--- config.mk ---
export PLATFORM = sky130hd
export DESIGN_NAME = slice_exec
export DESIGN_NICKNAME = d
export VERILOG_FILES = /design/src/inc/slice_exec_pkg.sv /design/src/rtl/mcycle_tick.sv /design/src/rtl/bcd_fixup_unit.sv /design/src/rtl/slice_exec.sv
export SDC_FILE = /design/constraint.sdc
export NUM_CORES = 1
export LEC_CHECK = 0
export CAP_MARGIN = 30
export CORE_MARGIN = 2
export CORE_UTILIZATION = 35
export CTS_CLUSTER_SIZE = 24
export DETAILED_ROUTE_END_ITERATION = 10
export DONT_BUFFER_PORTS = 1
export PLACE_DENSITY_LB_ADDON = 0.25
export SYNTH_ARGS = -nofsm -noshare
export SYNTH_HDL_FRONTEND = slang
export SYNTH_SLANG_ARGS = --single-unit
--- constraint.sdc ---
create_clock -name i_sys_clk -period 9.5 [get_ports i_sys_clk]
set_clock_uncertainty 0.2 [all_clocks]
set_input_delay 1.9 -clock i_sys_clk [delete_from_list [all_inputs] [get_ports i_sys_clk]]
set_output_delay 1.9 -clock i_sys_clk [all_outputs]
set_load 0.02 [all_outputs]
--- src/inc/slice_exec_pkg.sv ---
// constants, encodings and carriers for the instruction slice executor
// assumes one 200 MHz clock and a machine-cycle enable from a divider
//
// How it works
// - compare-branch: pc plus three, branch if unequal
// - compare sets carry when operand below immediate
// - target is next pc plus signed rel; unsigned compare
// - accumulator clear: zero, one byte, flags kept
// - clear carry or addressed bit, one cycle
// - accumulator complement: invert all bits, flags kept
// - complement carry or addressed bit, one cycle
// - bit complement on ports reads output latch
// - bcd low nibble fix; carry only set
// - bcd high nibble fix; carry only set
// - bcd fixup one cycle, adds 00/06/60/66
// - bcd fixup keeps overflow; carry marks hundreds
// - decrement wraps modulo 256, flags kept
// - decrement forms: acc, bank, indirect, direct
// - decrement on ports reads output latch
package slice_exec_pkg;

  // ---------------------------------------------------------------
  // opcodes and masks
  // ---------------------------------------------------------------
  localparam logic [7:0] OPC_MASK_RN  = 8'hF8;
  localparam logic [7:0] OPC_MASK_RI  = 8'hFE;
  localparam logic [7:0] OPC_COMPARE_BRANCH_UNEQUAL_OP_RN  = 8'hB8;
  localparam logic [7:0] OPC_COMPARE_BRANCH_UNEQUAL_OP_RI  = 8'hB6;
  localparam logic [7:0] OPC_CLR_A    = 8'hE4;
  localparam logic [7:0] OPC_CLR_C    = 8'hC3;
  localparam logic [7:0] OPC_CLR_BIT  = 8'hC2;
  localparam logic [7:0] OPC_CPL_A    = 8'hF4;
  localparam logic [7:0] OPC_CPL_C    = 8'hB3;
  localparam logic [7:0] OPC_CPL_BIT  = 8'hB2;
  localparam logic [7:0] OPC_BCD_FIX  = 8'hD4;
  localparam logic [7:0] OPC_DEC_A    = 8'h14;
  localparam logic [7:0] OPC_DEC_RN   = 8'h18;
  localparam logic [7:0] OPC_DEC_DIR  = 8'h15;
  localparam logic [7:0] OPC_DEC_RI   = 8'h16;

  // ---------------------------------------------------------------
  // arithmetic and timing constants
  // ---------------------------------------------------------------
  localparam logic [7:0]  BYTE_ONE     = 8'h01;
  localparam logic [3:0]  BCD_DIGIT_MAX = 4'h9;
  localparam logic [8:0]  BCD_LOW_ADD  = 9'h006;
  localparam logic [8:0]  BCD_HIGH_ADD = 9'h060;
  localparam logic [8:0]  BCD_NO_ADD   = 9'h000;
  localparam logic [15:0] PC_STEP_1    = 16'h0001;
  localparam logic [15:0] PC_STEP_2    = 16'h0002;
  localparam logic [15:0] PC_STEP_3    = 16'h0003;
  localparam logic [1:0]  MC_ONE       = 2'h1;
  localparam logic [1:0]  MC_TWO       = 2'h2;
  localparam logic [2:0]  BANK_PAGE    = 3'h0;
  localparam logic [1:0]  PTR_SLOT     = 2'h0;
  localparam logic [6:0]  BIT_PAD      = 7'h00;
  localparam int unsigned MCYC_CLKS_DEF = 12;
  localparam int unsigned MCYC_CLKS_MIN = 5;

  // ---------------------------------------------------------------
  // enumerations and carriers
  // ---------------------------------------------------------------
  typedef enum logic [3:0] {
    OP_NONE, OP_COMPARE_BRANCH_UNEQUAL_OP, OP_CLR_A, OP_CLR_C, OP_CLR_BIT, OP_CPL_A,
    OP_CPL_C, OP_CPL_BIT, OP_BCD, OP_DEC_A, OP_DEC_MEM
  } op_t;

  typedef enum logic [2:0] {SRC_NONE, SRC_RN, SRC_RI, SRC_DIR, SRC_BIT}
    src_t;

  typedef struct packed {
    logic       carry;
    logic       half_carry;
    logic       arith_excess;
    logic [1:0] bank;
  } psw_t;

  typedef struct packed {
    logic        req;
    logic        we;
    logic        bit_mode;
    logic        rmw;
    logic [7:0]  addr;
    logic [7:0]  wdata;
  } mem_req_t;

  typedef struct packed {
    logic [7:0]  opcode;
    logic [7:0]  byte2;
    logic [7:0]  byte3;
    logic [15:0] pc;
  } instr_t;

endpackage

--- src/rtl/mcycle_tick.sv ---
// machine-cycle enable divider
// assumes a single clock and a synchronised active-low reset
`timescale 1ns/100ps
`default_nettype none
module mcycle_tick
  import slice_exec_pkg::*;
#(
  parameter int unsigned CLKS = MCYC_CLKS_DEF
) (
  // clock and reset
  input  wire logic i_sys_clk,
  input  wire logic i_rst_n,
  // enable out
  output logic      o_tick
);

  if (CLKS < MCYC_CLKS_MIN) begin : g_bad_clks
    $error("machine cycle too short for the operand sequence");
  end

  localparam int unsigned CW = $clog2(CLKS);
  localparam logic [CW-1:0] LAST = CW'(CLKS - 1);

  logic [CW-1:0] count;

  always_ff @(posedge i_sys_clk or negedge i_rst_n) begin
    if (!i_rst_n) begin
      count  <= '0;
      o_tick <= 1'b0;
    end else begin
      count  <= (count == LAST) ? '0 : count + CW'(1);
      o_tick <= (count == LAST);
    end
  end

endmodule
`default_nettype wire

--- src/rtl/bcd_fixup_unit.sv ---
// decimal adjust of an accumulator after a packed bcd addition
// purely combinational; the caller registers the result
`timescale 1ns/100ps
`default_nettype none
module bcd_fixup_unit
  import slice_exec_pkg::*;
(
  // operands
  input  wire logic       i_carry,
  input  wire logic       i_half_carry,
  input  wire logic [7:0] i_value,
  // result
  output logic [7:0]      o_value,
  output logic            o_carry
);

  logic       low_fix;
  logic [8:0] low_sum;
  logic       mid_carry;
  logic       high_fix;
  logic [8:0] high_sum;

  assign low_fix   = (i_value[3:0] > BCD_DIGIT_MAX) | i_half_carry;
  assign low_sum   = {1'b0, i_value} + (low_fix ? BCD_LOW_ADD : BCD_NO_ADD);
  // carry may only be raised, never dropped
  assign mid_carry = i_carry | low_sum[8];
  assign high_fix  = mid_carry | (low_sum[7:4] > BCD_DIGIT_MAX);
  assign high_sum  = {1'b0, low_sum[7:0]}
                   + (high_fix ? BCD_HIGH_ADD : BCD_NO_ADD);
  assign o_value   = high_sum[7:0];
  assign o_carry   = mid_carry | high_sum[8];

endmodule
`default_nettype wire

--- src/rtl/slice_exec.sv ---
// executor for compare-branch, clear, complement, bcd fixup, decrement
// assumes an issue source on the same clock and a synchronous data
// memory that answers a request on the following clock; bank
// registers, indirect bytes and bits all live in that memory
`timescale 1ns/100ps
`default_nettype none
module slice_exec
  import slice_exec_pkg::*;
#(
  parameter int unsigned MCYC_CLKS = MCYC_CLKS_DEF
) (
  // clock and reset
  input  wire logic       i_sys_clk,
  input  wire logic       i_rst_n,
  // instruction issue
  input  wire logic       i_issue,
  input  wire instr_t     i_instr,
  // architectural state load
  input  wire logic       i_ld_en,
  input  wire logic [7:0] i_ld_acc,
  input  wire psw_t       i_ld_psw,
  // data memory
  output mem_req_t        o_mem,
  input  wire logic [7:0] i_mem_rdata,
  // status
  output logic            o_mcycle,
  output logic            o_busy,
  output logic            o_done,
  output logic            o_unknown,
  output logic [15:0]     o_pc_next,
  output logic [7:0]      o_acc,
  output psw_t            o_psw
);

  // ---------------------------------------------------------------
  // reset release
  // ---------------------------------------------------------------
  logic rst_meta;
  logic rst_n;

  always_ff @(posedge i_sys_clk or negedge i_rst_n) begin
    if (!i_rst_n) begin
      rst_meta <= 1'b0;
      rst_n    <= 1'b0;
    end else begin
      rst_meta <= 1'b1;
      rst_n    <= rst_meta;
    end
  end

  logic tick;

  mcycle_tick #(
    .CLKS (MCYC_CLKS)
  ) u_tick (
    .i_sys_clk (i_sys_clk),
    .i_rst_n   (rst_n),
    .o_tick    (tick)
  );

  // ---------------------------------------------------------------
  // decode of the issued opcode
  // ---------------------------------------------------------------
  typedef enum logic [2:0] {S_IDLE, S_PTR, S_OPND, S_EXEC, S_HOLD} state_t;

  state_t      state;
  state_t      next_state;
  instr_t      cur;
  op_t         op;
  psw_t        program_status_word;
  logic [7:0]  acc;
  logic [7:0]  opnd;
  logic [7:0]  opnd_addr;
  logic [15:0] pc_step;
  logic [1:0]  mc_left;
  mem_req_t    next_mem;
  mem_req_t    wr_req;

  logic [7:0] opc;
  logic       is_compare_branch_unequal_op_rn;
  logic       is_compare_branch_unequal_op_ri;
  logic       is_compare_branch_unequal_op;
  logic       is_dec_rn;
  logic       is_dec_ri;
  logic       is_two_byte;
  logic       accept;
  op_t        dec_op;
  src_t       dec_src;
  logic [1:0] dec_mcyc;
  logic [15:0] dec_step;
  logic [7:0] rn_addr;
  logic [7:0] ptr_addr;
  logic [7:0] dec_addr;

  assign opc        = i_instr.opcode;
  assign accept     = (state == S_IDLE) & i_issue & tick;
  assign is_compare_branch_unequal_op_rn = (opc & OPC_MASK_RN) == OPC_COMPARE_BRANCH_UNEQUAL_OP_RN;
  assign is_compare_branch_unequal_op_ri = (opc & OPC_MASK_RI) == OPC_COMPARE_BRANCH_UNEQUAL_OP_RI;
  assign is_dec_rn  = (opc & OPC_MASK_RN) == OPC_DEC_RN;
  assign is_dec_ri  = (opc & OPC_MASK_RI) == OPC_DEC_RI;
  assign is_compare_branch_unequal_op    = is_compare_branch_unequal_op_rn | is_compare_branch_unequal_op_ri;
  assign is_two_byte = (opc == OPC_CLR_BIT) | (opc == OPC_CPL_BIT)
                     | (opc == OPC_DEC_DIR);

  assign dec_op = is_compare_branch_unequal_op                  ? OP_COMPARE_BRANCH_UNEQUAL_OP    :
                  (opc == OPC_CLR_A)       ? OP_CLR_A   :
                  (opc == OPC_CLR_C)       ? OP_CLR_C   :
                  (opc == OPC_CLR_BIT)     ? OP_CLR_BIT :
                  (opc == OPC_CPL_A)       ? OP_CPL_A   :
                  (opc == OPC_CPL_C)       ? OP_CPL_C   :
                  (opc == OPC_CPL_BIT)     ? OP_CPL_BIT :
                  (opc == OPC_BCD_FIX)     ? OP_BCD     :
                  (opc == OPC_DEC_A)       ? OP_DEC_A   :
                  (is_dec_rn | is_dec_ri |
                   (opc == OPC_DEC_DIR))   ? OP_DEC_MEM : OP_NONE;

  assign dec_src = (is_compare_branch_unequal_op_rn | is_dec_rn)  ? SRC_RN  :
                   (is_compare_branch_unequal_op_ri | is_dec_ri)  ? SRC_RI  :
                   (opc == OPC_DEC_DIR)      ? SRC_DIR :
                   (opc == OPC_CPL_BIT)      ? SRC_BIT : SRC_NONE;

  // bank register and pointer slot come straight from the opcode
  assign rn_addr  = {BANK_PAGE, program_status_word.bank, opc[2:0]};
  assign ptr_addr = {BANK_PAGE, program_status_word.bank, PTR_SLOT, opc[0]};
  assign dec_addr = (dec_src == SRC_RN) ? rn_addr : i_instr.byte2;

  assign dec_mcyc = is_compare_branch_unequal_op ? MC_TWO : MC_ONE;
  assign dec_step = is_compare_branch_unequal_op     ? PC_STEP_3 :
                    is_two_byte ? PC_STEP_2 : PC_STEP_1;

  // ---------------------------------------------------------------
  // operand sequence
  // ---------------------------------------------------------------
  always_comb begin
    next_state = state;
    next_mem   = '0;
    unique case (state)
      S_IDLE: begin
        if (accept && dec_src == SRC_RI) begin
          next_state    = S_PTR;
          next_mem.req  = 1'b1;
          next_mem.addr = ptr_addr;
        end else if (accept && dec_src != SRC_NONE) begin
          next_state        = S_OPND;
          next_mem.req      = 1'b1;
          next_mem.addr     = dec_addr;
          next_mem.bit_mode = (dec_src == SRC_BIT);
          // ports hand back their output latch, not the pins, except for the compare, which reads the pins
          next_mem.rmw      = (dec_op != OP_COMPARE_BRANCH_UNEQUAL_OP);
        end else if (accept) begin
          next_state = S_EXEC;
        end
      end
      S_PTR: begin
        next_state    = S_OPND;
        next_mem.req  = 1'b1;
        next_mem.addr = i_mem_rdata;
        next_mem.rmw  = (op == OP_DEC_MEM);
      end
      S_OPND: begin
        next_state = S_EXEC;
      end
      S_EXEC: begin
        next_state = S_HOLD;
        next_mem   = wr_req;
      end
      S_HOLD: begin
        if (tick && mc_left == MC_ONE) begin
          next_state = S_IDLE;
        end
      end
    endcase
  end

  // ---------------------------------------------------------------
  // execution
  // ---------------------------------------------------------------
  logic [7:0]  bcd_value;
  logic        bcd_carry;
  logic        opnd_less;
  logic        opnd_differs;
  logic [15:0] rel_ext;
  logic [15:0] pc_after;
  logic [7:0]  next_acc;
  logic        next_carry;

  bcd_fixup_unit u_bcd (
    .i_carry      (program_status_word.carry),
    .i_half_carry (program_status_word.half_carry),
    .i_value      (acc),
    .o_value      (bcd_value),
    .o_carry      (bcd_carry)
  );

  assign opnd_less    = opnd < cur.byte2;
  assign opnd_differs = opnd != cur.byte2;
  assign rel_ext      = {{8{cur.byte3[7]}}, cur.byte3};
  assign pc_after     = cur.pc + pc_step
                      + ((op == OP_COMPARE_BRANCH_UNEQUAL_OP && opnd_differs) ? rel_ext
                                                         : '0);

  always_comb begin
    next_acc   = acc;
    next_carry = program_status_word.carry;
    wr_req     = '0;
    unique case (op)
      OP_COMPARE_BRANCH_UNEQUAL_OP:    next_carry = opnd_less;
      OP_CLR_A:   next_acc = '0;
      OP_CLR_C:   next_carry = 1'b0;
      OP_CLR_BIT: wr_req = '{req: 1'b1, we: 1'b1, bit_mode: 1'b1,
                             rmw: 1'b1, addr: cur.byte2,
                             wdata: '0};
      OP_CPL_A:   next_acc = ~acc;
      OP_CPL_C:   next_carry = ~program_status_word.carry;
      OP_CPL_BIT: wr_req = '{req: 1'b1, we: 1'b1, bit_mode: 1'b1,
                             rmw: 1'b1, addr: cur.byte2,
                             wdata: {BIT_PAD, ~opnd[0]}};
      OP_BCD: begin
        next_acc   = bcd_value;
        next_carry = bcd_carry;
      end
      OP_DEC_A:   next_acc = acc - BYTE_ONE;
      OP_DEC_MEM: wr_req = '{req: 1'b1, we: 1'b1, bit_mode: 1'b0,
                             rmw: 1'b1, addr: opnd_addr,
                             wdata: opnd - BYTE_ONE};
      OP_NONE:    next_acc = acc;
    endcase
  end

  // ---------------------------------------------------------------
  // state registers
  // ---------------------------------------------------------------
  always_ff @(posedge i_sys_clk or negedge rst_n) begin
    if (!rst_n) begin
      state <= S_IDLE;
      o_mem <= '0;
    end else begin
      state <= next_state;
      o_mem <= next_mem;
    end
  end

  always_ff @(posedge i_sys_clk or negedge rst_n) begin
    if (!rst_n) begin
      cur     <= '0;
      op      <= OP_NONE;
      pc_step <= PC_STEP_1;
      mc_left <= MC_ONE;
    end else if (accept) begin
      cur     <= i_instr;
      op      <= dec_op;
      pc_step <= dec_step;
      mc_left <= dec_mcyc;
    end else if (tick && state != S_IDLE) begin
      mc_left <= mc_left - MC_ONE;
    end
  end

  always_ff @(posedge i_sys_clk or negedge rst_n) begin
    if (!rst_n) begin
      opnd      <= '0;
      opnd_addr <= '0;
    end else if (accept) begin
      opnd_addr <= dec_addr;
    end else if (state == S_PTR) begin
      opnd_addr <= i_mem_rdata;
    end else if (state == S_OPND) begin
      opnd      <= i_mem_rdata;
    end
  end

  // execution only changes the carry and accumulator; other flags are kept until an idle load
  always_ff @(posedge i_sys_clk or negedge rst_n) begin
    if (!rst_n) begin
      acc <= '0;
      program_status_word <= '0;
    end else if (state == S_EXEC) begin
      acc       <= next_acc;
      program_status_word.carry <= next_carry;
    end else if (state == S_IDLE && i_ld_en) begin
      acc <= i_ld_acc;
      program_status_word <= i_ld_psw;
    end
  end

  always_ff @(posedge i_sys_clk or negedge rst_n) begin
    if (!rst_n) begin
      o_done    <= 1'b0;
      o_unknown <= 1'b0;
      o_busy    <= 1'b0;
      o_pc_next <= '0;
    end else begin
      o_done    <= (state == S_HOLD) & tick & (mc_left == MC_ONE);
      o_unknown <= (state == S_HOLD) & tick & (mc_left == MC_ONE)
                 & (op == OP_NONE);
      o_busy    <= (next_state != S_IDLE);
      if (state == S_HOLD && tick && mc_left == MC_ONE) begin
        o_pc_next <= pc_after;
      end
    end
  end

  assign o_mcycle = tick;
  assign o_acc    = acc;
  assign o_psw    = program_status_word;

  // ---------------------------------------------------------------
  // checks
  // ---------------------------------------------------------------
  logic [1:0] mc_seen;
  logic [1:0] mc_want;

  always_ff @(posedge i_sys_clk or negedge rst_n) begin
    if (!rst_n) begin
      mc_seen <= '0;
      mc_want <= '0;
    end else if (accept) begin
      mc_seen <= '0;
      mc_want <= dec_mcyc;
    end else if (tick && state != S_IDLE) begin
      mc_seen <= mc_seen + MC_ONE;
    end
  end

  property p_cycle_count;
    @(posedge i_sys_clk) disable iff (!rst_n)
    o_done |-> (mc_seen == mc_want) && (mc_want == (op == OP_COMPARE_BRANCH_UNEQUAL_OP ? 2 : 1));
  endproperty
  a_cycle_count: assert property (p_cycle_count)
    else $error("instruction length in machine cycles wrong");

  property p_compare_branch_unequal_op_carry;
    @(posedge i_sys_clk) disable iff (!rst_n)
    (state == S_EXEC && op == OP_COMPARE_BRANCH_UNEQUAL_OP)
      |=> program_status_word.carry == ($past(opnd) < $past(cur.byte2));
  endproperty
  a_compare_branch_unequal_op_carry: assert property (p_compare_branch_unequal_op_carry)
    else $error("compare carry wrong");

  property p_compare_branch_unequal_op_target;
    @(posedge i_sys_clk) disable iff (!rst_n)
    (o_done && op == OP_COMPARE_BRANCH_UNEQUAL_OP)
      |-> o_pc_next == cur.pc + 16'h0003
          + ((opnd != cur.byte2) ? {{8{cur.byte3[7]}}, cur.byte3} : '0);
  endproperty
  a_compare_branch_unequal_op_target: assert property (p_compare_branch_unequal_op_target)
    else $error("branch target wrong");

  property p_clr_acc;
    @(posedge i_sys_clk) disable iff (!rst_n)
    (state == S_EXEC && op == OP_CLR_A)
      |=> acc == 8'h00 && program_status_word == $past(program_status_word);
  endproperty
  a_clr_acc: assert property (p_clr_acc)
    else $error("accumulator clear wrong");

  property p_cpl_acc;
    @(posedge i_sys_clk) disable iff (!rst_n)
    (state == S_EXEC && op == OP_CPL_A) |=> acc == ~$past(acc);
  endproperty
  a_cpl_acc: assert property (p_cpl_acc)
    else $error("accumulator complement wrong");

  property p_cpl_carry;
    @(posedge i_sys_clk) disable iff (!rst_n)
    (state == S_EXEC && op == OP_CPL_C) |=> program_status_word.carry != $past(program_status_word.carry);
  endproperty
  a_cpl_carry: assert property (p_cpl_carry)
    else $error("carry complement wrong");

  property p_rmw_latch;
    @(posedge i_sys_clk) disable iff (!rst_n)
    (state == S_OPND && (op == OP_DEC_MEM || op == OP_CPL_BIT))
      |-> o_mem.req && o_mem.rmw && !o_mem.we;
  endproperty
  a_rmw_latch: assert property (p_rmw_latch)
    else $error("read-modify-write read not marked");

  property p_bcd_carry_kept;
    @(posedge i_sys_clk) disable iff (!rst_n)
    (state == S_EXEC && op == OP_BCD && program_status_word.carry)
      |=> program_status_word.carry && program_status_word.arith_excess == $past(program_status_word.arith_excess);
  endproperty
  a_bcd_carry_kept: assert property (p_bcd_carry_kept)
    else $error("bcd fixup dropped carry or touched overflow");

  property p_dec_wrap;
    @(posedge i_sys_clk) disable iff (!rst_n)
    (state == S_EXEC && op == OP_DEC_A)
      |=> acc == $past(acc) - 8'h01 && program_status_word == $past(program_status_word);
  endproperty
  a_dec_wrap: assert property (p_dec_wrap)
    else $error("accumulator decrement wrong");

endmodule
`default_nettype wire

* Word level (Yosys, flattened, before mapping)
Cells that the tools add are included.
Storage, ports and cells: register bits 132, input port bits 65, output and inout port bits 53, word-level logic and storage cells 165
Cells by class: add/subtract/negate cells 8, magnitude comparators 3, eq/ne operators 36, multiplexer cells 48, bitwise gates (word level) 22, reductions and logical operators 20
Operators by type and width (count):
- 20-bit one-hot mux with 3 select lines | 1
- 8-bit == test (second input constant) | 7
- 8-bit 2-to-1 mux | 7
- 4-bit 2-to-1 mux | 11
- 16-bit adder | 2
- 8-bit one-hot mux with 4 select lines | 1
- 3-bit 2-to-1 mux | 9
- 9-bit one-hot mux with 3 select lines | 1
- 8-bit by 9-bit adder with 9-bit output | 2
- 4-bit by 3-bit == test with 1-bit output (second input constant) | 4
- 4-bit == test (second input constant) | 4
- 8-bit by 5-bit == test with 1-bit output (second input constant) | 2
- 16-bit 2-to-1 mux | 1
- 8-bit by 1-bit subtractor with 8-bit output (second input constant) | 2
- 3-bit one-hot mux with 5 select lines | 1
- 2-bit 2-to-1 mux | 6
- 1-bit bitwise OR | 11
- 10-bit 2-to-1 mux | 1
- 3-bit by 2-bit == test with 1-bit output (second input constant) | 3
- 3-bit nonzero test | 3
- 4-bit by 2-bit == test with 1-bit output (second input constant) | 2
- 4-bit > comparator (second input constant) | 2
- 1-bit logical AND | 8
- 8-bit less-than comparator | 1
- other kinds (28) | 45

* Depth between registers and ports, before layout
Gate-level depths: netlist of the first run.
depth in word-level cells 17, depth in mapped cells 19, gate-level depth less buffers 19

* By module
A second synthesis of the first run with hierarchy kept.
Unflattened totals: cell total of the unflattened synthesis 733, area, all modules 6900.4 um^2
Modules (own cells, without submodules):
- slice_exec | times used 1, cells each 682, area each 6388.6 um^2
- bcd_fixup_unit | times used 1, cells each 36, area each 306.5 um^2
- mcycle_tick | times used 1, cells each 15, area each 205.2 um^2

* Least setup slack after synthesis of the first run
OpenSTA, ideal clock, no wires.
path kind reg-to-reg, from register acc[1], in the netlist o_acc[1], to register acc[6], in the netlist o_acc[6], library setup time 0.083 ns, arrival 3.545 ns, slack 5.672 ns, cell stages (with the launch flop) 19, path buffers 0, clock period less this slack 3.828 ns, cells stage by stage dfrtp_1 inv_1 ha_1 nor2_1 o21ai_0 nand2b_1 ha_1 fa_1 nand3_1 nor4b_1 a21o_1 a221o_1 ha_1 inv_1 fa_1 o22a_1 o21ai_0 a22oi_1 o21ai_0
On the way: longest elaborated chain between the ends 10
RTL lines:
- start: declaration | RTL line slice_exec.sv:71 | logic [7:0] acc;
- start signal: assignment | RTL line slice_exec.sv:278 | acc <= next_acc;
- start signal: assignment | RTL line slice_exec.sv:281 | acc <= i_ld_acc;
- 4-bit > comparator | RTL line bcd_fixup_unit.sv:23 | assign low_fix = (i_value[3:0] > BCD_DIGIT_MAX) | i_half_carry;
- 1-bit bitwise OR | RTL line bcd_fixup_unit.sv:23
- 3-bit 2-to-1 mux | RTL line bcd_fixup_unit.sv:24 | assign low_sum = {1'b0, i_value} + (low_fix ? BCD_LOW_ADD : BCD_NO_ADD);
- 8-bit by 9-bit adder with 9-bit output | RTL line bcd_fixup_unit.sv:24
- 4-bit > comparator or 1-bit bitwise OR (tied branches) | RTL line bcd_fixup_unit.sv:27, bcd_fixup_unit.sv:26
- 1-bit bitwise OR | RTL line bcd_fixup_unit.sv:27 | assign high_fix = mid_carry | (low_sum[7:4] > BCD_DIGIT_MAX);
- 7-bit 2-to-1 mux | RTL line bcd_fixup_unit.sv:29 | + (high_fix ? BCD_HIGH_ADD : BCD_NO_ADD);
- 8-bit by 9-bit adder with 9-bit output | RTL line bcd_fixup_unit.sv:29
- 8-bit one-hot mux with 4 select lines * | RTL line slice_exec.sv:206 | unique case (op)
- 8-bit 2-to-1 mux * | RTL line slice_exec.sv:277 | end else if (state == S_EXEC) begin
Every way passes the cells marked *; elsewhere a longest branch is shown, timed or not. A chain may end at the register's enable or synchronous reset.

* Worst setup path after layout of the first run
Ends and elaborated chain as after synthesis.

==> results.ini, run 1 <==
[sta]
fmax_mhz=234
post-route-min-period_ns=4.27
setup-violations-final=0
min_period_over_period=0.449
tightest_slew_ns=0.988
slew_headroom=0.337
maxSlewViolCount=0
setup-tns-final_ns=0
rsz0062_at_grt=no
final_hold_viol_count=0

[worst_setup_path]
cp-start-kind=register
cp.arrival_ns=4.39
rr_worst_depth=18
r2r-end=o_acc[6]
rrSetupSlack_ns=5.23
r2r_start=o_acc[1]
worstPathRequired_ns=9.62
cp_slowest_cell=dfrtp_1
worstPathCellList=inv_1 > ha_1 > nor2_1 > o21ai_0 > nand2b_1 > ha_1 > fa_1 > nand3_1 > nor4b_1 > a21o_1 > a221o_1 > ha_1 > inv_1 > fa_1 > o22a_1 > o21ai_0 > a22oi_1 > o21ai_0
criticalPathCategory=register to register
end_kind=register
worstPathMaxFanout=6
slowest_delay_ns=0.49

[grt]
grt_overflow_total=0
grt_first_pass_wirelength_um=28600
grt_busiest_layer=met2
use_met1=0.236
grt_pass1_vias=5353
grtUsageMet2=0.276
grt_use_total=0.177
grt_antenna_before_repair=2
grt_start_max_net_pins=66
met3_usage=0.0500

[route]
viasPerCell=5.47
drc_errors=0
avgRoutedWirePerCell_um=18.5
drt_iter0_drc=411
first_pass_iters=5
num_vias=5211
ant_nets=0
drt_wl_total_um=17600

[clocking]
cts_max_level=4
post-cts-setup-buffer-count=0
cts_tree=built
clockBufferDepth=2
clk_pin_slew_worst_paths_ns=0.05
clock-root-buffer=clkbuf_16
clock-sinks=118
worstSkewPairLatency_ns=0.41
ctsHoldBuffers=0
post_cts_resized=0
cts_buffers=17

[run_status]
outcome=finished clean

[layout]
multi_input_comb_area_sq_um=3700
fin_cells=952
layout_common_cells=115 x dfrtp_1, 63 x nand2_1, 49 x o21ai_0
syn2layout_area_growth_pct=12.3
layout-drive-gt1-share=0.146
fin_nets=788
diodes=0
num-fill-cells=1868
regArea_sq_um=2960
layout_commonest_cell=dfrtp_1

[synthesis]
synth_area_per_cell_sq_um=10.1
synth_top_area_share=0.419
synth-edff-count=0
synth_cells=685
synthArstFlopShare=1.00
synth_area_sq_um=6930
ys_seq_area_frac=0.426
ys_types=74
ys.flop_type=dfrtp_1
synth_warnings=0
synthTopCellsByArea=dfrtp_1 42%, ha_1 7.9%, mux2_2 7.0%, o21ai_0 3.5%, nand2_1 3.4%
yosys_register_bits=118
syn_nets=799
post-synth-top-area-cell=dfrtp_1

[min_path]
hold_path_class=register to asynchronous set/reset pin

[placement]
dp.cells=920
gp_congestion=0.870
portBuffers=0
dp_hpwl_um=13100

[die]
fp.dieW_um=145
chipHeight_um=145
die_area_sq_um=20900
coreArea_sq_um=19500
initial_core_util=0.356
core.rowCount=51
pin_count=118

[flow_run]
max_cap_violations=0

[power_and_ir_drop]
p_per_area_nw_per_um2=237
ir_drop_v=0.000127
p_leak_uw=0.00356

-- worst max-delay path, delay by kind of cell (launching register included) --
kind	cells	cell delay, ns
simple gates	4	0.45
buf+inv	2	0.24
compound gates	7	1.24
flops	1	0.49
fa+ha+maj	5	1.58
-- synthesized netlist by cell type (3+ instances only) --
| library cell | count |
|---|---|
| a2111oi_0 | 3 |
| a211o_1 | 3 |
| a21o_1 | 8 |
| a21oi_1 | 27 |
| a221o_2 | 3 |
| a222oi_1 | 5 |
| a22oi_1 | 14 |
| a31oi_1 | 10 |
| and2_1 | 8 |
| and3_1 | 5 |
| buf_2 | 9 |
| clkbuf_1 | 23 |
| dfrtp_1 | 116 |
| fa_1 | 5 |
| ha_1 | 44 |
| inv_1 | 30 |
| mux2_2 | 43 |
| mux2i_1 | 9 |
| nand2_1 | 63 |
| nand2b_1 | 10 |
| nand3_1 | 8 |
| nand4_1 | 6 |
| nand4b_1 | 3 |
| nor2_1 | 38 |
| nor2b_1 | 13 |
| nor3_1 | 15 |
| nor3b_1 | 3 |
| nor4_1 | 4 |
| nor4b_1 | 5 |
| o211ai_1 | 8 |
| o21a_1 | 6 |
| o21ai_0 | 49 |
| o31ai_1 | 3 |
| or2_2 | 6 |
| or3_1 | 3 |
| xnor2_1 | 14 |
| xor2_1 | 14 |
-- sequential cells by signal, summed over array words and instances (netlist names), 3 cells and up --
| signal | count |
|---|---|
| cur | 32 |
| o_mem | 20 |
| o_pc_next | 16 |
| o_acc | 8 |
| opnd | 8 |
| opnd_addr | 8 |
| o_psw | 5 |
| op | 4 |
| u_tick.count | 4 |
| state | 3 |
-- metrics by stage --
step	hold slack [ns]	util	total power (uW)	instance area (sq um)	setup slack [ns]
floorplan	0.131	-	1060	6930	5.67
detailed placement	0.120	0.368	1170	7170	5.29
global route	0.147	0.400	1960	7780	4.88
global placement	0.0988	0.367	1130	7140	5.49
CTS	0.127	0.400	1860	7780	5.27
finish	0.0998	0.400	1850	7780	5.23
-- cell families after synthesis --
| kind of cell | after synthesis | share of synthesized area |
|---|---|---|
| xor+xnor | 28 | 0.0354 |
| fa+ha+maj | 49 | 0.0939 |
| flops | 118 | 0.426 |
| simple gates | 207 | 0.163 |
| compound gates | 164 | 0.157 |
| mux | 52 | 0.0829 |
| other cells | 1 | 0.000541 |
| buf+inv | 66 | 0.0406 |
-- power breakdown --
part / leakage, uW / switching [uW] / internal, uW
Combinational: 0.00174 / 228 / 203
Sequential: 0.00152 / 154 / 582
Clock: 0.000298 / 228 / 453
-- worst max path at each step --
stage / start / endpoint / slack, ns / cells after the start
6_report: o_acc[1] / o_acc[6] / 5.23 / 18
5_1_grt: o_acc[1] / o_acc[7] / 4.88 / 19
4_1_cts: o_acc[1] / o_acc[6] / 5.27 / 18
3_5_place_dp: o_acc[1] / o_acc[6] / 5.29 / 18
3_3_place_gp: o_acc[1] / o_acc[6] / 5.49 / 18
2_1_floorplan: o_acc[1] / o_acc[6] / 5.67 / 18
-- layer usage --
metal / up-vias / part of all wire
met3: 25 / 0.062
met2: 154 / 0.47
met1: 2560 / 0.45
met4: 4 / 0.017
met5: - / 0.0015
li1: 2468 / -
-- area by class of cell --
| class | count | share of cell area |
|---|---|---|
| Multi-Input combinational cell | 501 | 0.475 |
| Sequential cell | 118 | 0.380 |
| Clock buffer | 24 | 0.0606 |
| Tap cell | 265 | 0.0426 |
| Clock inverter | 8 | 0.0188 |
| Inverter | 30 | 0.0145 |
| Timing Repair Buffer | 6 | 0.00836 |
Note: power is estimated with default switching activity, not from simulation.
==> run 2: changes to the inputs <==
==> constraint.sdc (replaced) <==
create_clock -name i_sys_clk -period 3.8 [get_ports i_sys_clk]
set_clock_uncertainty 0.2 [all_clocks]
set_input_delay 0.76 -clock i_sys_clk [delete_from_list [all_inputs] [get_ports i_sys_clk]]
set_output_delay 0.76 -clock i_sys_clk [all_outputs]
set_load 0.02 [all_outputs]
==> results.ini, run 2 (synthesized netlist as in run 1, its figures left out) <==
[sta]
min_period_over_period=0.972
final_hold_viol_count=0
slew_headroom=0.360
fin_worst_hold_slack_ns=0.139
setup-violations-final=0
maxSlewViolCount=0
tightest_slew_ns=0.954
rsz0062_at_grt=yes
fmax_mhz=271
post-route-min-period_ns=3.69

[worst_setup_path]
cp.arrival_ns=3.83
worstPathCellList=inv_2 > ha_2 > nor2_2 > o21ai_1 > nand2b_1 > ha_2 > fa_2 > nand3_4 > nor4b_4 > a21o_1 > a221o_1 > ha_2 > inv_2 > fa_2 > o22a_1 > o21ai_1 > a22oi_1 > o21ai_1
cp_slowest_cell=fa_2
cp-start-kind=register
worstPathRequired_ns=3.94
criticalPathCategory=register to register
critical_path.top_delay_family=adder cells
crit_buf_inv=2
end_kind=register
slowest_delay_ns=0.42
worstPathMaxFanout=4
rr_worst_depth=18
rrSetupSlack_ns=0.11
worst-path-stages=18

[grt]
grt_overflow_total=0
grt_first_pass_wirelength_um=28300
grt_use_total=0.177
grt_pass1_vias=5301
grt_antenna_before_repair=2
grt_start_max_net_pins=73

[route]
drc_errors=0
ant_nets=0
avgRoutedWirePerCell_um=17.9
viasPerCell=5.42
drt_iter0_drc=378
num_vias=5419
drt_wl_total_um=17900
first_pass_iters=5

[clocking]
clk_pin_slew_worst_paths_ns=0.06
clock-sinks=118
worstSkewPairLatency_ns=0.42
clockBufferDepth=2
cts_max_level=4
cts_buffers=17
clock-root-buffer=clkbuf_16
cts_tree=built

[layout]
reg_top3=cur (32), o_mem (20), o_pc_next (16)
diodes=0
layout-drive-gt1-share=0.248
fin_nets=835
largest_register=cur
layout_common_cells=115 x dfrtp_1, 63 x nand2_1, 49 x buf_4
largest_reg_flops=32
fin_cells=999
layout_commonest_cell=dfrtp_1
syn2layout_area_growth_pct=20.4

[placement]
dp.cells=949
gp_congestion=0.888
dp_hpwl_um=13100
portBuffers=0

[die]
core.rowCount=51
pin_count=118
chipHeight_um=145
fp.dieW_um=145
die_area_sq_um=20900
coreArea_sq_um=19500
initial_core_util=0.356

[power_and_ir_drop]
p_leak_uw=0.00377
ir_drop_v=0.000316
p_per_area_nw_per_um2=583

[flow_run]
max_cap_violations=0

[run_status]
outcome=finished clean

[min_path]
hold_path_class=register to asynchronous set/reset pin

-- run 2: cell count changes in the layout (fill, tap and decap cells not counted), sizes merged --
cell	before	now
dlygate4sd3	0	2
clkinvlp	1	2
bufinv	4	3
buf	6	51
-- run 2: metrics by stage --
step | util | instance area (sq um) | TNS (ns) | setup WS (ns) | power [uW]
after global routing | 0.429 | 8340 | -0.237 | -0.110 | 5180
final | 0.429 | 8340 | 0 | 0.106 | 4860
after floorplan | - | 6930 | -0.0279 | -0.0279 | 2650
after CTS | 0.411 | 8010 | 0 | 0.00277 | 4730
after detailed placement | 0.378 | 7360 | -0.219 | -0.0996 | 3040
after global placement | 0.378 | 7360 | 0 | 0.00902 | 2980
-- run 2: path summary, 6_finish.rpt --
kind	startpoint	to
setup / recovery	o_acc[1]	o_acc[6]
hold / removal	rst_n	cur[2]
setup reg to reg	o_acc[1]	o_acc[6]
hold reg to reg	rst_n	cur[2]
max in group asynchronous	rst_n	cur[13]
min in group i_sys_clk	rst_meta	rst_n
-- run 2: cell type report --
| cell class | instances | area, sq um |
|---|---|---|
| Fill cell | 1891 | 11100 |
| Multi-Input combinational cell | 501 | 3910 |
| Sequential cell | 118 | 2960 |
| Clock buffer | 24 | 482 |
| Timing Repair Buffer | 53 | 427 |
| Tap cell | 265 | 332 |
| Clock inverter | 8 | 124 |
| Inverter | 30 | 113 |
-- run 2: repair_timing --
item / CTS / global route
endpoints found under the setup margin: 7 / 10
endpoints found under the hold margin: 2 / 2
gates resized for setup: 7 / 38
hold buffers: 1 / 1
setup buffers: 0 / 15
cloned: 0 / 0
pin swaps: 1 / 28
-- run 2: report_power, final --
| group | internal [uW] | switching, uW |
|---|---|---|
| Sequential | 1460 | 289 |
| Clock | 1080 | 567 |
| Combinational | 729 | 743 |
| Total | 3270 | 1600 |
-- run 2: worst register-to-register path, cell delays in order, from the launching register on --
cell and delay (ns):
dfrtp_1 0.39, inv_2 0.07, ha_2 0.18, nor2_2 0.04, o21ai_1 0.10, nand2b_1 0.13
ha_2 0.24, fa_2 0.41, nand3_4 0.10, nor4b_4 0.06, a21o_1 0.17, a221o_1 0.36
ha_2 0.20, inv_2 0.06, fa_2 0.42, o22a_1 0.20, o21ai_1 0.07, a22oi_1 0.08
o21ai_1 0.13
-- run 2: routing by layer --
| metal | GRT usage | vias to the layer above | part of all wire |
|---|---|---|---|
| li1 | - | 2555 | - |
| met2 | 0.280 | 171 | 0.48 |
| met1 | 0.233 | 2666 | 0.43 |
| met4 | 0.0588 | 4 | 0.013 |
| met3 | 0.0503 | 23 | 0.067 |
| met5 | 0 | - | 0.0015 |
==> run 3: changes to the inputs <==
--- a/config.mk
+++ b/config.mk
@@ -14,4 +14,5 @@
 export PLACE_DENSITY_LB_ADDON = 0.25
 export SYNTH_ARGS = -nofsm -noshare
 export SYNTH_HDL_FRONTEND = slang
+export SYNTH_HIERARCHICAL = 1
 export SYNTH_SLANG_ARGS = --single-unit
==> results.ini, run 3 <==
[run_status]
outcome=finished clean

[synthesis]
yosys_register_bits=118
ys.flop_type=dfrtp_1
synthTopCellsByArea=dfrtp_1 42%, ha_1 7.8%, nand2_1 7.6%, o21ai_0 2.8%, a21oi_1 2.3%
synth_top_area_share=0.421
syn_nets=846
synth_warnings=6
synth-edff-count=0
synth_area_per_cell_sq_um=9.41
synthMostInstantiatedCell=nand2_1
synth_area_sq_um=6900
post-synth-top-area-cell=dfrtp_1
synthArstFlopShare=1.00
synth_cells=733
ys_top_cells_by_count=139 x nand2_1, 116 x dfrtp_1, 43 x ha_1
ys_types=85
ys_seq_area_frac=0.428

[placement]
dp_hpwl_um=13200
dp.cells=994
portBuffers=0
gp_congestion=0.861

[sta]
tightest_slew_ns=0.946
maxSlewViolCount=0
slew_headroom=0.366
fmax_mhz=276
post-route-min-period_ns=3.62
fin_worst_hold_slack_ns=0.149
min_period_over_period=0.953
rsz0062_at_grt=yes
setup-violations-final=0
final_hold_viol_count=0

[grt]
grt_use_total=0.175
grt_overflow_total=0
grt_start_max_net_pins=56
grt_antenna_before_repair=0
grt_first_pass_wirelength_um=27900
grt_pass1_vias=4997

[power_and_ir_drop]
switching_share=0.360
internal_power_uw=3510
combinationalPowerShare=0.341
p_per_area_nw_per_um2=684
clkPwrFrac=0.303
p_switching_uw=1980
ir_drop_v=0.000307
p_leak_uw=0.00360
seqPwrFrac=0.356

[worst_setup_path]
worstPathRequired_ns=3.87
r2r-end=o_pc_next[15]
end_kind=register
worstPathCellList=ha_1 > nand4_1 > o21a_1 > buf_4 > and2_2 > ha_1 > ha_1 > a21oi_2 > o22ai_1 > or4_1 > o22a_1 > xnor2_2 > o21ai_1
rr_worst_depth=13
crit_top_cell=ha_1
criticalPathCategory=register to register
r2r_start=opnd[4]
critical_path.top_delay_family=adder cells
cp.arrival_ns=3.69
crit_buf_inv=1
crit_path_start=opnd[4]
worstPathMaxFanout=7
cp_slowest_cell=dfrtp_1
rrSetupSlack_ns=0.18
cp-start-kind=register
slowest_delay_ns=0.44

[route]
drc_errors=0
viasPerCell=5.14
num_vias=5305
avgRoutedWirePerCell_um=17.2
drt_wl_total_um=17700
first_pass_iters=5
drt_iter0_drc=530
ant_nets=0

[layout]
reg_top3=cur (32), o_mem (20), o_pc_next (16)
syn2layout_area_growth_pct=16.3
fin_util=0.414
fin_cells=1033
layout_commonest_cell=nand2_1
layout-drive-gt1-share=0.148
largest_reg_flops=32
layout_common_cells=139 x nand2_1, 113 x dfrtp_1, 40 x ha_1
largest_register=cur
fin_nets=868
diodes=0
num-fill-cells=1934

[clocking]
clk_pin_slew_worst_paths_ns=0.06
clock-root-buffer=clkbuf_16
cts_max_level=4
clockBufferDepth=2
cts_buffers=17
clock-sinks=118
cts_tree=built
worstSkewPairLatency_ns=0.41

[die]
fp.dieW_um=144
die_area_sq_um=20900
pin_count=118
initial_core_util=0.356
core.rowCount=51
coreArea_sq_um=19400
chipHeight_um=144

[min_path]
worstHoldStart=rst_meta
hold_depth=0
holdPathEnd=rst_n
hold_path_class=register to register

[flow_run]
max_cap_violations=0

## run 3: changes by cell type after synthesis, sizes merged, moves of 4 or more
cell | previous run | this run
a211oi | 2 | 6
a21o | 8 | 2
a21oi | 27 | 33
a22oi | 14 | 10
a31oi | 10 | 5
buf | 13 | 20
clkbuf | 23 | 9
mux2 | 43 | 13
nand2 | 63 | 140
nor4b | 7 | 3
o22ai | 2 | 7
or2 | 6 | 2
## run 3: cell type report
| class | count | area [sq um] | area share |
|---|---|---|---|
| clock buffers | 21 | 470 | 0.0586 |
| clock inverters | 11 | 148 | 0.0184 |
| inverters | 33 | 124 | 0.0154 |
| multi-input cells | 553 | 3750 | 0.467 |
| flip-flops and latches | 118 | 2960 | 0.369 |
| well taps | 265 | 332 | 0.0413 |
| repair buffers | 32 | 243 | 0.0303 |
## run 3: routing by layer
metal / wire length, um / share of wire / track usage
met5: 0 / 0 / 0
met4: 285 / 0.016 / 0.0552
met3: 1480 / 0.083 / 0.0570
met2: 7390 / 0.42 / 0.238
met1: 8590 / 0.48 / 0.261
## run 3: cell families (layout without fill, tap and decap cells)
kind of cell	after synthesis	after routing	share of synthesized area
xor gates and xnor gates	28	28	0.0355
other	1	1	0.000543
adders and majority gates	48	48	0.0925
AOI/OAI and AO/OA	173	173	0.168
and+or+nand+nor	279	279	0.200
DFF	118	118	0.428
buffers and inverters	62	97	0.0381
muxes	24	24	0.0377
## run 3: how the worst max path moves through the flow
stage                          endpoint  cells after the start
final                     o_pc_next[15]                     13
after detailed placement       o_psw[4]                     15
after CTS                 o_pc_next[15]                     14
after global routing      o_pc_next[13]                     16
after floorplan                o_psw[4]                     15
after global placement    o_pc_next[15]                     13
## run 3: stage by stage
stage	TNS, ns	worst slack (ns)	instance area [sq um]	total power (uW)
detailed placement	0	0.0927	7290	3730
finish	0	0.180	8020	5490
global placement	0	0.122	7290	3730
CTS	0	0.0607	7910	5430
global route	-0.0104	-0.0104	8020	5880
floorplan	0	0.0437	6900	3260
## run 3: timing repair
item                       CTS  global route
setup buffers                0             6
setup endpoints to repair    0             7
hold buffers                 1             0
hold endpoints to repair     2             0
resized for setup            0            15
## run 3: worst register-to-register path, cell delays in order (launching register included)
cell	delay, ns
dfrtp_1	0.44
ha_1	0.32
nand4_1	0.09
o21a_1	0.25
buf_4	0.17
and2_2	0.25
ha_1	0.30
ha_1	0.33
a21oi_2	0.17
o22ai_1	0.12
or4_1	0.41
o22a_1	0.22
xnor2_2	0.15
o21ai_1	0.07
## run 3: power by group through the flow
stage,Clock [uW],Sequential (uW),Combinational [uW]
after CTS,1700,1950,1780
after floorplan,0,1940,1320
after global routing,1760,2000,2130
final,1660,1950,1870
after global placement,0,1970,1760
after detailed placement,0,1970,1760
